<file path="src/hdl/vm_entry_pkg.sv">
// Package of constants, types and register map for the VM entry completion block
package vm_entry_pkg;
	localparam logic [11:0] ADDR_ENTRY_INFO = 12'h000;
	localparam logic [11:0] ADDR_INTR_STATE = 12'h004;
	localparam logic [11:0] ADDR_ACT_STATE = 12'h008;
	localparam logic [11:0] ADDR_CONTROLS = 12'h00c;
	localparam logic [11:0] ADDR_TABLE_BASE = 12'h010;
	localparam logic [11:0] ADDR_COMMAND = 12'h014;
	localparam logic [11:0] ADDR_BLOCK_STAT = 12'h018;
	localparam logic [11:0] ADDR_EXIT_STAT = 12'h01c;
	localparam logic [11:0] ADDR_VECTORING = 12'h020;
	localparam logic [11:0] ADDR_FETCH_ADDR = 12'h024;
	localparam logic [11:0] ADDR_EVENTS = 12'h028;
	localparam int INFO_VALID_BIT = 31;
	localparam int INFO_ERRCODE_BIT = 11;
	localparam int INFO_TYPE_LSB = 8;
	localparam int INTR_STI_BIT = 0;
	localparam int INTR_MOVSS_BIT = 1;
	localparam int INTR_SMI_BIT = 2;
	localparam int INTR_NMI_BIT = 3;
	localparam int CTL_PE_BIT = 0;
	localparam int CTL_VNMI_BIT = 1;
	localparam int CTL_NMI_EXIT_BIT = 2;
	localparam int CTL_SMM_BIT = 3;
	localparam int CTL_SMX_BIT = 4;
	localparam int CTL_EXTINT_EXIT_BIT = 5;
	localparam int CMD_ENTRY_BIT = 0;
	localparam int CMD_STEP_BIT = 1;
	localparam int CMD_EXC_BIT = 2;
	localparam int CMD_INTERRUPT_RETURN_BIT = 3;
	localparam logic [2:0] TYPE_EXT = 3'h0;
	localparam logic [2:0] TYPE_NMI = 3'h2;
	localparam logic [2:0] TYPE_HW = 3'h3;
	localparam logic [2:0] TYPE_SWI = 3'h4;
	localparam logic [2:0] TYPE_PSW = 3'h5;
	localparam logic [2:0] TYPE_SWE = 3'h6;
	localparam logic [2:0] TYPE_OTHER = 3'h7;
	localparam logic [7:0] MTF_VECTOR = 8'h00;
	localparam logic [15:0] SHUTDOWN_CODE = 16'h0000;
	localparam logic [31:0] ENTRY_BYTES = 32'h4;
	localparam logic [1:0] ACT_ACTIVE = 2'h0;
	localparam logic [1:0] ACT_HALT = 2'h1;
	localparam logic [1:0] ACT_SHUTDOWN = 2'h2;
	localparam logic [1:0] ACT_WAIT_STARTUP_INTERPROCESSOR_INTERRUPT = 2'h3;
	localparam logic [3:0] EXIT_NONE = 4'h0;
	localparam logic [3:0] EXIT_EXCEPTION = 4'h1;
	localparam logic [3:0] EXIT_TRIPLE = 4'h2;
	localparam logic [3:0] EXIT_TASK = 4'h3;
	localparam logic [3:0] EXIT_MTF = 4'h4;
	typedef struct packed {
		logic interrupt_enable_shadow;
		logic movss;
		logic nmi;
		logic vnmi;
		logic management_interrupt;
	} blocking_t;
	typedef struct packed {
		logic ext_int;
		logic nmi;
		logic init;
		logic management_interrupt;
		logic startup_interprocessor_interrupt;
	} events_t;
	typedef struct packed {
		logic task_gate_exit;
		logic nested_exc;
		logic [4:0] nested_vec;
		logic second_exc;
		logic [4:0] second_vec;
		logic df_injected;
		logic limit_fault;
	} delivery_t;
	typedef enum logic [2:0] {
		ST_IDLE = 3'b001,
		ST_DELIVER = 3'b010,
		ST_DONE = 3'b100
	} entry_state_t;
endpackage

</file>
<file path="src/hdl/vm_entry_event_blocking_state.sv">
// VM entry completion: injection exits, vectoring, post-entry blocking and activity state
//
// Chosen here: the register addresses and register access over APB.
`timescale 1ns/1ns
`default_nettype none
module vm_entry_event_blocking_state (
	input wire logic mclk_in,
	input wire logic rst_n_in,
	input wire logic psel_in,
	input wire logic penable_in,
	input wire logic pwrite_in,
	input wire logic [11:0] paddr_in,
	input wire logic [31:0] pwdata_in,
	output logic [31:0] prdata_out,
	output logic pready_out,
	output logic pslverr_out,
	input wire vm_entry_pkg::delivery_t delivery_in,
	input wire logic [31:0] exception_bitmap_in,
	input wire vm_entry_pkg::events_t events_in,
	output vm_entry_pkg::blocking_t blocking_out,
	output logic [1:0] activity_out,
	output vm_entry_pkg::events_t blocked_out,
	output logic special_cycle_out,
	output logic smx_shutdown_out,
	output logic [15:0] smx_code_out,
	output logic mtf_pending_out,
	output logic vm_exit_out,
	output logic [3:0] exit_reason_out,
	output logic [31:0] fetch_addr_out,
	output logic fetch_out,
	output logic push_errcode_out,
	output logic entry_done_out
);
	import vm_entry_pkg::*;

	logic [31:0] info_q, info_d;
	logic [3:0] intr_q, intr_d;
	logic [1:0] act_req_q, act_req_d;
	logic [5:0] ctl_q, ctl_d;
	logic [31:0] base_q, base_d;
	entry_state_t st_q, st_d;
	blocking_t blk_q, blk_d;
	logic [1:0] act_q, act_d;
	logic vect_q, vect_d;
	logic mtf_q, mtf_d;
	logic exit_q, exit_d;
	logic [3:0] reason_q, reason_d;
	logic [31:0] vect_info_q, vect_info_d;
	logic [31:0] faddr_q, faddr_d;
	logic fetch_q, fetch_d;
	logic push_q, push_d;
	logic spc_q, spc_d;
	logic smx_q, smx_d;
	logic done_q, done_d;
	events_t seen_q, seen_d;
	logic [31:0] rdata_d, rdata_q;

	logic wr_en;
	logic [2:0] itype;
	logic [7:0] ivec;
	logic ivalid;
	logic vectoring;
	logic nested_exits;
	logic second_exits;
	logic deliver_fault;
	events_t blocked;

	assign wr_en = psel_in && penable_in && pwrite_in;
	assign itype = info_q[INFO_TYPE_LSB +: 3];
	assign ivec = info_q[7:0];
	assign ivalid = info_q[INFO_VALID_BIT];
	assign vectoring = ivalid && (itype == TYPE_EXT || itype == TYPE_NMI || itype == TYPE_HW ||
		itype == TYPE_SWI || itype == TYPE_PSW || itype == TYPE_SWE);
	assign deliver_fault = delivery_in.nested_exc || (!ctl_q[CTL_PE_BIT] && delivery_in.limit_fault);
	assign nested_exits = deliver_fault && exception_bitmap_in[delivery_in.nested_vec];
	assign second_exits = delivery_in.second_exc && exception_bitmap_in[delivery_in.second_vec];

	always_comb begin
		blocked = '0;
		unique case (act_q)
			ACT_ACTIVE, ACT_HALT: begin
				blocked.startup_interprocessor_interrupt = 1'b1;
			end
			ACT_SHUTDOWN: begin
				blocked.ext_int = 1'b1;
				blocked.startup_interprocessor_interrupt = 1'b1;
			end
			ACT_WAIT_STARTUP_INTERPROCESSOR_INTERRUPT: begin
				blocked.ext_int = 1'b1;
				blocked.nmi = 1'b1;
				blocked.init = 1'b1;
				blocked.management_interrupt = 1'b1;
			end
		endcase
		blocked.nmi = blocked.nmi | blk_q.nmi;
		blocked.management_interrupt = blocked.management_interrupt | blk_q.management_interrupt;
	end

	// Guest state fields loaded by software
	always_comb begin
		info_d = info_q;
		intr_d = intr_q;
		act_req_d = act_req_q;
		ctl_d = ctl_q;
		base_d = base_q;
		if (wr_en) begin
			unique case (paddr_in)
				ADDR_ENTRY_INFO: info_d = pwdata_in;
				ADDR_INTR_STATE: intr_d = pwdata_in[3:0];
				ADDR_ACT_STATE: act_req_d = pwdata_in[1:0];
				ADDR_CONTROLS: ctl_d = pwdata_in[5:0];
				ADDR_TABLE_BASE: base_d = pwdata_in;
				default: ;
			endcase
		end
	end

	// Sticky log of blocked events, set wins over clear
	always_comb begin
		seen_d = seen_q | (events_in & blocked);
		if (wr_en && paddr_in == ADDR_EVENTS) begin
			seen_d = (seen_q & ~pwdata_in[4:0]) | (events_in & blocked);
		end
	end

	// Entry sequencer
	always_comb begin
		st_d = st_q;
		unique case (st_q)
			ST_IDLE: begin
				if (wr_en && paddr_in == ADDR_COMMAND && pwdata_in[CMD_ENTRY_BIT]) begin
					st_d = ST_DELIVER;
				end
			end
			ST_DELIVER: st_d = ST_DONE;
			ST_DONE: st_d = ST_IDLE;
			default: st_d = ST_IDLE;
		endcase
	end

	// Entry outcomes and guest progress commands
	always_comb begin
		blk_d = blk_q;
		act_d = act_q;
		vect_d = vect_q;
		mtf_d = mtf_q;
		exit_d = 1'b0;
		reason_d = reason_q;
		vect_info_d = vect_info_q;
		faddr_d = faddr_q;
		fetch_d = 1'b0;
		push_d = 1'b0;
		spc_d = 1'b0;
		smx_d = 1'b0;
		done_d = 1'b0;
		if (wr_en && paddr_in == ADDR_COMMAND) begin
			if (pwdata_in[CMD_STEP_BIT] || pwdata_in[CMD_EXC_BIT]) begin
				blk_d.interrupt_enable_shadow = 1'b0;
				blk_d.movss = 1'b0;
			end
			if (pwdata_in[CMD_INTERRUPT_RETURN_BIT]) begin
				if (ctl_q[CTL_VNMI_BIT]) begin
					blk_d.vnmi = 1'b0;
				end else if (!ctl_q[CTL_NMI_EXIT_BIT]) begin
					blk_d.nmi = 1'b0;
				end
			end
		end
		unique case (st_q)
			ST_IDLE: ;
			ST_DELIVER: begin
				// No exit is ever raised by the injected event's own type or controls
				vect_d = vectoring;
				if (vectoring && !ctl_q[CTL_PE_BIT]) begin
					faddr_d = base_q + 32'(ivec) * ENTRY_BYTES;
					fetch_d = 1'b1;
				end
				push_d = vectoring && ctl_q[CTL_PE_BIT] && info_q[INFO_ERRCODE_BIT];
				if (vectoring && (delivery_in.task_gate_exit || nested_exits)) begin
					exit_d = 1'b1;
					reason_d = delivery_in.task_gate_exit ? EXIT_TASK : EXIT_EXCEPTION;
					vect_info_d = info_q;
				end else if (vectoring && deliver_fault &&
					(delivery_in.df_injected || delivery_in.second_exc) && !second_exits) begin
					exit_d = 1'b1;
					reason_d = EXIT_TRIPLE;
				end else if (vectoring && deliver_fault && second_exits) begin
					exit_d = 1'b1;
					reason_d = EXIT_EXCEPTION;
				end
			end
			ST_DONE: begin
				// Every entry's blocking and activity outcome lands on this one boundary; commands clear blocking bits in any state but this one, where the outcome wins
				done_d = 1'b1;
				mtf_d = ivalid && itype == TYPE_OTHER && ivec == MTF_VECTOR;
				if (mtf_d) begin
					reason_d = EXIT_MTF;
				end
				blk_d.interrupt_enable_shadow = !vect_q && intr_q[INTR_STI_BIT];
				blk_d.movss = !vect_q && intr_q[INTR_MOVSS_BIT];
				blk_d.nmi = !ctl_q[CTL_VNMI_BIT] && intr_q[INTR_NMI_BIT];
				blk_d.vnmi = ctl_q[CTL_VNMI_BIT] && (intr_q[INTR_NMI_BIT] ||
					(vect_q && itype == TYPE_NMI));
				if (ctl_q[CTL_SMM_BIT]) begin
					blk_d.management_interrupt = intr_q[INTR_SMI_BIT];
				end
				act_d = vect_q ? ACT_ACTIVE : act_req_q;
				spc_d = !vect_q && act_req_q != ACT_ACTIVE;
				smx_d = !vect_q && act_req_q == ACT_SHUTDOWN && ctl_q[CTL_SMX_BIT];
			end
			default: ;
		endcase
		if (st_q == ST_IDLE && mtf_q && wr_en && paddr_in == ADDR_COMMAND && pwdata_in[CMD_STEP_BIT]) begin
			mtf_d = 1'b0;
		end
	end

	// Read data captured in the setup cycle, held through access
	always_comb begin
		rdata_d = rdata_q;
		if (psel_in && !penable_in && !pwrite_in) begin
			unique case (paddr_in)
				ADDR_ENTRY_INFO: rdata_d = info_q;
				ADDR_INTR_STATE: rdata_d = {28'h0, intr_q};
				ADDR_ACT_STATE: rdata_d = {30'h0, act_req_q};
				ADDR_CONTROLS: rdata_d = {26'h0, ctl_q};
				ADDR_TABLE_BASE: rdata_d = base_q;
				ADDR_BLOCK_STAT: rdata_d = {23'h0, st_q == ST_IDLE, vect_q, act_q, blk_q};
				ADDR_EXIT_STAT: rdata_d = {26'h0, mtf_q, exit_q, reason_q};
				ADDR_VECTORING: rdata_d = vect_info_q;
				ADDR_FETCH_ADDR: rdata_d = faddr_q;
				ADDR_EVENTS: rdata_d = {27'h0, seen_q};
				default: rdata_d = 32'h0;
			endcase
		end
	end

	always_ff @(posedge mclk_in or negedge rst_n_in) begin
		if (!rst_n_in) begin
			info_q <= 32'h0;
			intr_q <= 4'h0;
			act_req_q <= ACT_ACTIVE;
			ctl_q <= 6'h01;
			base_q <= 32'h0;
		end else begin
			info_q <= info_d;
			intr_q <= intr_d;
			act_req_q <= act_req_d;
			ctl_q <= ctl_d;
			base_q <= base_d;
		end
	end

	always_ff @(posedge mclk_in or negedge rst_n_in) begin
		if (!rst_n_in) begin
			seen_q <= '0;
		end else begin
			seen_q <= seen_d;
		end
	end

	always_ff @(posedge mclk_in or negedge rst_n_in) begin
		if (!rst_n_in) begin
			st_q <= ST_IDLE;
		end else begin
			st_q <= st_d;
		end
	end

	// Post-entry state that stands until the next entry or command
	always_ff @(posedge mclk_in or negedge rst_n_in) begin
		if (!rst_n_in) begin
			blk_q <= '0;
			act_q <= ACT_ACTIVE;
			vect_q <= 1'b0;
			mtf_q <= 1'b0;
			reason_q <= EXIT_NONE;
			vect_info_q <= 32'h0;
			faddr_q <= 32'h0;
		end else begin
			blk_q <= blk_d;
			act_q <= act_d;
			vect_q <= vect_d;
			mtf_q <= mtf_d;
			reason_q <= reason_d;
			vect_info_q <= vect_info_d;
			faddr_q <= faddr_d;
		end
	end

	// One-cycle pulses
	always_ff @(posedge mclk_in or negedge rst_n_in) begin
		if (!rst_n_in) begin
			exit_q <= 1'b0;
			fetch_q <= 1'b0;
			push_q <= 1'b0;
			spc_q <= 1'b0;
			smx_q <= 1'b0;
			done_q <= 1'b0;
		end else begin
			exit_q <= exit_d;
			fetch_q <= fetch_d;
			push_q <= push_d;
			spc_q <= spc_d;
			smx_q <= smx_d;
			done_q <= done_d;
		end
	end

	always_ff @(posedge mclk_in or negedge rst_n_in) begin
		if (!rst_n_in) begin
			rdata_q <= 32'h0;
		end else begin
			rdata_q <= rdata_d;
		end
	end

	assign prdata_out = rdata_q;
	assign pready_out = 1'b1;
	assign pslverr_out = 1'b0;
	assign blocking_out = blk_q;
	assign activity_out = act_q;
	assign blocked_out = blocked;
	assign special_cycle_out = spc_q;
	assign smx_shutdown_out = smx_q;
	assign smx_code_out = SHUTDOWN_CODE;
	assign mtf_pending_out = mtf_q;
	assign vm_exit_out = exit_q;
	assign exit_reason_out = reason_q;
	assign fetch_addr_out = faddr_q;
	assign fetch_out = fetch_q;
	assign push_errcode_out = push_q;
	assign entry_done_out = done_q;
endmodule
`default_nettype wire

</file>
<file path="config.mk">
export PLATFORM = sky130hd
export DESIGN_NAME = vm_entry_event_blocking_state
export DESIGN_NICKNAME = d
export VERILOG_FILES = /design/src/hdl/vm_entry_pkg.sv /design/src/hdl/vm_entry_event_blocking_state.sv
export SDC_FILE = /design/constraint.sdc
export NUM_CORES = 1
export LEC_CHECK = 0
export ABC_AREA = 1
export BUFFER_PORTS_ARGS = -buffer_cell sky130_fd_sc_hd__buf_4
export CAP_MARGIN = 15
export CORE_UTILIZATION = 46
export CTS_CLUSTER_DIAMETER = 100
export DETAILED_ROUTE_END_ITERATION = 10
export GPL_TIMING_DRIVEN = 0
export PLACE_DENSITY = 0.69
export SETUP_SLACK_MARGIN = 0.15
export SLEW_MARGIN = 20
export SYNTH_ARGS = -nofsm -noshare
export SYNTH_HDL_FRONTEND = slang
export SYNTH_SLANG_ARGS = --single-unit
export TNS_END_PERCENT = 20
</file>
<file path="constraint.sdc">
create_clock -name mclk_in -period 6.1 [get_ports mclk_in]
set_input_delay 0.305 -clock mclk_in [delete_from_list [all_inputs] [get_ports mclk_in]]
set_output_delay 0.305 -clock mclk_in [all_outputs]
set_load 0.03 [all_outputs]
</file>
==> results of run 1 <==
final cells by class:
cell class | count | area [um^2] | share of cell area
flip-flops and latches | 198 | 4957 | 0.3863
multi-input cells | 984 | 4571 | 0.3562
repair buffers | 185 | 1439 | 0.1121
clock buffers | 19 | 452.9 | 0.03530
inverters | 116 | 440.4 | 0.03432
plain buffers | 73 | 417.9 | 0.03257
well taps | 280 | 350.3 | 0.02730
clock inverters | 13 | 203.9 | 0.01589
power by group:
part / internal (uW) / switching, uW / total, uW
sequential: 1310 / 0.784 / 1310
clock: 723 / 544 / 1270
combinational: 74.7 / 113 / 188
flip-flops by register name, indices dropped and copies added, names as in the netlist:
name / flops
act_req_q: 2
activity_out: 2
base_q: 32
blocking_out: 5
ctl_q: 6
entry_done_out: 1
exit_reason_out: 3
fetch_addr_out: 32
fetch_out: 1
info_q: 32
intr_q: 4
mtf_pending_out: 1
prdata_out: 32
push_errcode_out: 1
seen_q: 5
smx_shutdown_out: 1
special_cycle_out: 1
st_q: 3
vect_info_q: 32
vect_q: 1
vm_exit_out: 1
metal layers:
metal / vias to the layer above / global-route usage
li1: 4804 / -
met1: 4875 / 0.4167
met2: 449 / 0.4525
met3: 76 / 0.05269
met4: 0 / 0.1139
met5: - / 0
metrics by stage:
| stage | power, uW | worst slack, ps | utilization |
|---|---|---|---|
| after global routing | 2849 | 3519 | 0.5862 |
| final | 2768 | 3620 | 0.5862 |
| after floorplan | 1419 | 4049 | - |
| after CTS | 2773 | 3657 | 0.5859 |
| after global placement | 1520 | 3243 | 0.5526 |
| after detailed placement | 1526 | 3210 | 0.5554 |
worst paths after layout:
kind                                                  end                   startpoint  cells after the start
setup / recovery           fetch_addr_out[18]$_DFFE_PN0P_        info_q[0]$_DFFE_PN0P_                     10
hold / removal                        seen_q[1]$_DFF_PN0_                 events_in[1]                      3
setup reg to reg           fetch_addr_out[18]$_DFFE_PN0P_        info_q[0]$_DFFE_PN0P_                     10
hold reg to reg               vect_info_q[31]$_DFFE_PN0P_  vect_info_q[31]$_DFFE_PN0P_                      2
max in group asynchronous      prdata_out[18]$_DFFE_PN0P_                     rst_n_in                      3
min in group asynchronous             seen_q[3]$_DFF_PN0_                     rst_n_in                      2
worst reg2reg max path: cells and delay by family, from the launching register on:
kind            cells  cell delay (ps)
compound gates      3              630
fa+ha+maj           2              670
buf+inv             1              210
flops               1              440
simple gates        4              450
kinds of logic after synthesis:
logic type / Yosys count / share of synthesized area
compound gates: 212 / 0.1145
xor+xnor: 18 / 0.01528
fa+ha+maj: 9 / 0.01164
buf+inv: 189 / 0.08320
flops: 198 / 0.4805
other cells: 2 / 0.0007280
simple gates: 726 / 0.2941
cell usage in the layout (no fill, tap or decap), types with 3 or more instances in the layout:
cell,netlist,final
nand2_1,508,508
bufinv_16,0,4
nor2_1,47,47
xnor2_1,6,6
nand4_1,12,12
xor2_1,12,12
conb_1,2,19
o22ai_1,5,5
buf_4,20,201
nor3_1,15,15
nand3_1,112,112
a21oi_1,27,27
o2111ai_1,13,13
a221oi_1,4,4
buf_2,25,25
dfrtp_1,196,196
clkbuf_16,0,17
buf_6,5,5
nor4_1,8,8
nor3_2,4,3
o21ai_1,10,10
o21ai_0,137,137
nand2_2,10,10
or2_2,3,3
inv_1,111,111
ha_1,8,8
inv_6,1,6
clkbuf_1,23,23
==> results.cfg, run 1 <==
[final_layout]
antennaDiodeCount = 0
nets = 1685
fin_area_um2 = 12830
final_cells = 1868
drive_gt1_frac = 0.1864
area_growth_syn_to_layout_pct = 24.39
fillers = 2053

[floorplan]
dieWidth_um = 151.8
dieArea_um2 = 23030
core_um2 = 21890
dieHeight_um = 151.8
io_pins = 206
fp-row-count = 54
initial_core_util = 0.4713

[synthesis]
yosysWarnings = 0
netlist_area_um2 = 10320
synth_edf_count = 0
synth_top_area_frac = 0.4754
netlist_top_cells_area = dfrtp_1 (48%), nand2_1 (18%), o21ai_0 (6.6%)
synth.avg_cell_area_um2 = 7.619
ys_seq_elements = 198
syn_inst = 1354
seq_area_frac_synth = 0.4805
async_flop_share = 1.000
yosysMostFrequentCell = nand2_1
yosysTopAreaCell = dfrtp_1
ys_types = 48
synthTopCellsByCount = nand2_1 (508), dfrtp_1 (196), o21ai_0 (137)
synth_flop_cell = dfrtp_1

[routing]
first_iter_violations = 732
maxUsedRoutingLayer = met4
routed_wl_mm = 32.99
wl_met2_mm = 14.70
m1WireLength_mm = 14.66
via_per_inst = 5.463
dr_wl_met3_mm = 2.586
drt_pass1_iterations = 7
vias = 10200
drc = 0
wl_per_cell_um = 17.66
ant_nets = 0

[clock_tree]
ctsHoldBuffers = 1
postCtsSetupRepairBufs = 0
post_cts_resize_count = 0
cts_buffer_depth = 2
cts-htree-levels = 4
cts_tree = built
cts.clk_slew.worst_paths_ps = 80
ctsRootBufferMaster = clkbuf_16
cts_num_sinks = 198
numCtsBuffers = 17
clk_latency_ps = 450

[worst_setup_path]
path_cells = ha_1 -> fa_1 -> nand3_1 -> nand2_1 -> a21oi_1 -> nor3_1 -> buf_2 -> nand2_1 -> o21ai_0 -> o21ai_0
cp-start-kind = flip-flop
crit_path_end_kind = flip-flop
critPathSlowestCell = dfrtp_1
r2r_slack_ps = 3620
path_max_fanout = 10
critPathTopFamily = adder cells
crit_required_ps = 6460
worstSetupPathType = reg2reg
critPathArrivalTime_ps = 2840
critPathMaxStageDelay_ps = 440
cp.buffers_inverters = 1

[sta]
tightest_slew_ps = 871.4
skew_ps = 13.39
fin_crit_ps = 2480
rsz0062_at_grt = false
slew_headroom = 0.4190
fin_crit_sh = 0.4066
clock.fmax_mhz = 403.2
setup_tns_ps = 0
slew_violations = 0
finalSetupViolCount = 0
hold_violations = 0
hold-worst-slack_ps = 51.65

[placed_design]
dp_hpwl_mm = 24.47
portBuffers = 182
post-place-cells = 1835
globalplace.congestion = 0.9371
postPlaceCellArea_um2 = 12160

[grt]
antenna_found_initial = 0
first_global_vias = 9375
grt_max_degree = 93
grt.total_usage = 0.2959
grt_pass1_wl_mm = 50.83
grt_overflow = 0

[run]
cap_violations = 0

[power_and_ir_drop]
max-vdd-ir-drop_mv = 0.1692
powerDensity_nw_per_um2 = 215.7
p_leak_uw = 0.006579

[outcome]
status = complete, no violations

[hold_path]
hp-class = in2reg
No activity file was read; power rests on OpenSTA's default activity.
==> run 2, diff against run 1 <==
- clock period: 6.1 -> 2.5 ns (I/O delays scaled with it)
==> run 2 against run 1 <==
  * Critical path depth stayed put
  * Via count rose by 0.49%
  * Sequential power is 140% higher
  * Worst hold slack lost 45 ps
  * Register-to-register slack worse by 3400 ps
  * Die area is the same
  * Sequential share of layout area shrank 1.2 points
  * Critical path type unchanged
  * Utilization up 1.9 points
  * Count of clock-buffer cells in the layout did not move
  * Fmax grew 10%
==> results.cfg, run 2 (synthesized netlist as in run 1, its figures left out) <==
[run]
cap_violations = 0

[placed_design]
globalplace.congestion = 0.9371
post-place-cells = 1835
postPlaceCellArea_um2 = 12160
dp_hpwl_mm = 24.47
portBuffers = 182

[routing]
ant_nets = 0
drt_pass1_iterations = 5
vias = 10250
routed_wl_mm = 33.48
first_iter_violations = 786
via_per_inst = 5.391
wl_per_cell_um = 17.60
drc = 0

[clock_tree]
ctsRootBufferMaster = clkbuf_16
cts_num_sinks = 198
cts.clk_slew.worst_paths_ps = 70
cts-htree-levels = 4
cts_tree = built
numCtsBuffers = 17
cts_buffer_depth = 2
clk_latency_ps = 450

[sta]
slew_headroom = 0.4025
finalSetupViolCount = 0
fin_crit_sh = 0.8998
rsz0062_at_grt = true
tightest_slew_ps = 896.2
hold_violations = 0
clock.fmax_mhz = 444.5
fin_crit_ps = 2249
slew_violations = 0
skew_ps = 11.76

[hold_path]
hp-class = in2reg
hold_depth = 3

[grt]
grt_overflow = 0
antenna_found_initial = 0
grt_max_degree = 93
grt_pass1_wl_mm = 51.26
first_global_vias = 9492
grt.total_usage = 0.2983

[worst_setup_path]
startpoint = info_q[0]$_DFFE_PN0P_
r2r_slack_ps = 250
crit_path_end_kind = flip-flop
rr_worst_depth = 10
rr_endpoint = fetch_addr_out[18]$_DFFE_PN0P_
worstSetupPathType = reg2reg
worstSetupEndpoint = fetch_addr_out[18]$_DFFE_PN0P_
path_max_fanout = 10
cp-start-kind = flip-flop
r2r-start = info_q[0]$_DFFE_PN0P_
critPathArrivalTime_ps = 2610
crit_required_ps = 2860

[floorplan]
dieWidth_um = 151.8
fp-row-count = 54
dieArea_um2 = 23030
core_um2 = 21890
io_pins = 206
dieHeight_um = 151.8
initial_core_util = 0.4713

[outcome]
status = complete, no violations

[final_layout]
final_cell_mix = nand2_1 (507), buf_4 (205), dfrtp_1 (194), o21ai_0 (137), nand3_1 (112)
area_growth_syn_to_layout_pct = 28.34
antennaDiodeCount = 0
nets = 1719
final_common_cell = nand2_1
final_cells = 1902
fin_area_um2 = 13240
drive_gt1_frac = 0.1905

[power_and_ir_drop]
powerDensity_nw_per_um2 = 513.9
p_leak_uw = 0.006729
max-vdd-ir-drop_mv = 0.4143
## run 2: routing by layer
| layer | track usage | vias up | part of all wire |
|---|---|---|---|
| met3 | 0.05180 | 69 | 0.076 |
| met4 | 0.1144 | 0 | 0.029 |
| met1 | 0.4180 | 4885 | 0.45 |
| met5 | 0 | - | 0 |
| li1 | - | 4869 | - |
| met2 | 0.4595 | 431 | 0.45 |
## run 2: metrics by stage
stage | setup WS [ps] | util | hold WS [ps] | setup TNS, ps | power, uW
final | 250.5 | 0.6048 | 6.913 | 0 | 6804
after detailed placement | -210.3 | 0.5554 | -20.73 | -3641 | 3724
after CTS | 167.7 | 0.5998 | 12.52 | 0 | 6804
after floorplan | 449.2 | - | -170.6 | 0 | 3463
after global routing | 117.6 | 0.6048 | 33.12 | 0 | 6993
after global placement | -177.3 | 0.5526 | 337.4 | -14900 | 3710
## run 2: where the power goes
group / internal, uW / switching, uW
clock: 1760 / 1340
sequential: 3200 / 1.99
combinational: 213 / 284
total: 5180 / 1630
## run 2: worst max-delay path, stage by stage, from the launching register on
cell and delay [ps]:
dfrtp_2 450, ha_1 240, fa_1 410, nand3_1 100, nand2_2 110, a21oi_4 210, nor3_2 70, clkbuf_4 190
nand2_1 100, o21ai_0 90, o21ai_0 190
## run 2: worst min-delay path by stage
stage | start | endpoint | slack (ps)
3_5_place_dp | rst_n_in | push_errcode_out$_DFF_PN0_ | -20
2_1_floorplan | rst_n_in | act_req_q[0]$_DFFE_PN0P_ | -170
5_1_grt | pwdata_in[24] | info_q[24]$_DFFE_PN0P_ | 30
6_report | pwdata_in[5] | info_q[5]$_DFFE_PN0P_ | 7
4_1_cts | pwdata_in[24] | base_q[24]$_DFFE_PN0P_ | 10
3_3_place_gp | events_in[1] | seen_q[1]$_DFF_PN0_ | 340
## run 2: area by class of cell
type | count | area, um^2
plain buffers | 73 | 420.4
clock buffers | 19 | 452.9
clock inverters | 13 | 203.9
fillers | 2021 | 8651
inverters | 116 | 440.4
multi-input cells | 984 | 4643
flip-flops and latches | 198 | 4960
well taps | 280 | 350.3
repair buffers | 219 | 1769
## run 2: timing repair
| action | in CTS | in global routing |
|---|---|---|
| pin swaps | 0 | 3 |
| setup buffers | 0 | 4 |
| gates resized for setup | 1 | 12 |
| endpoints found under the setup margin | 7 | 14 |
| hold buffers | 31 | 0 |
| hold endpoints to repair | 248 | 0 |
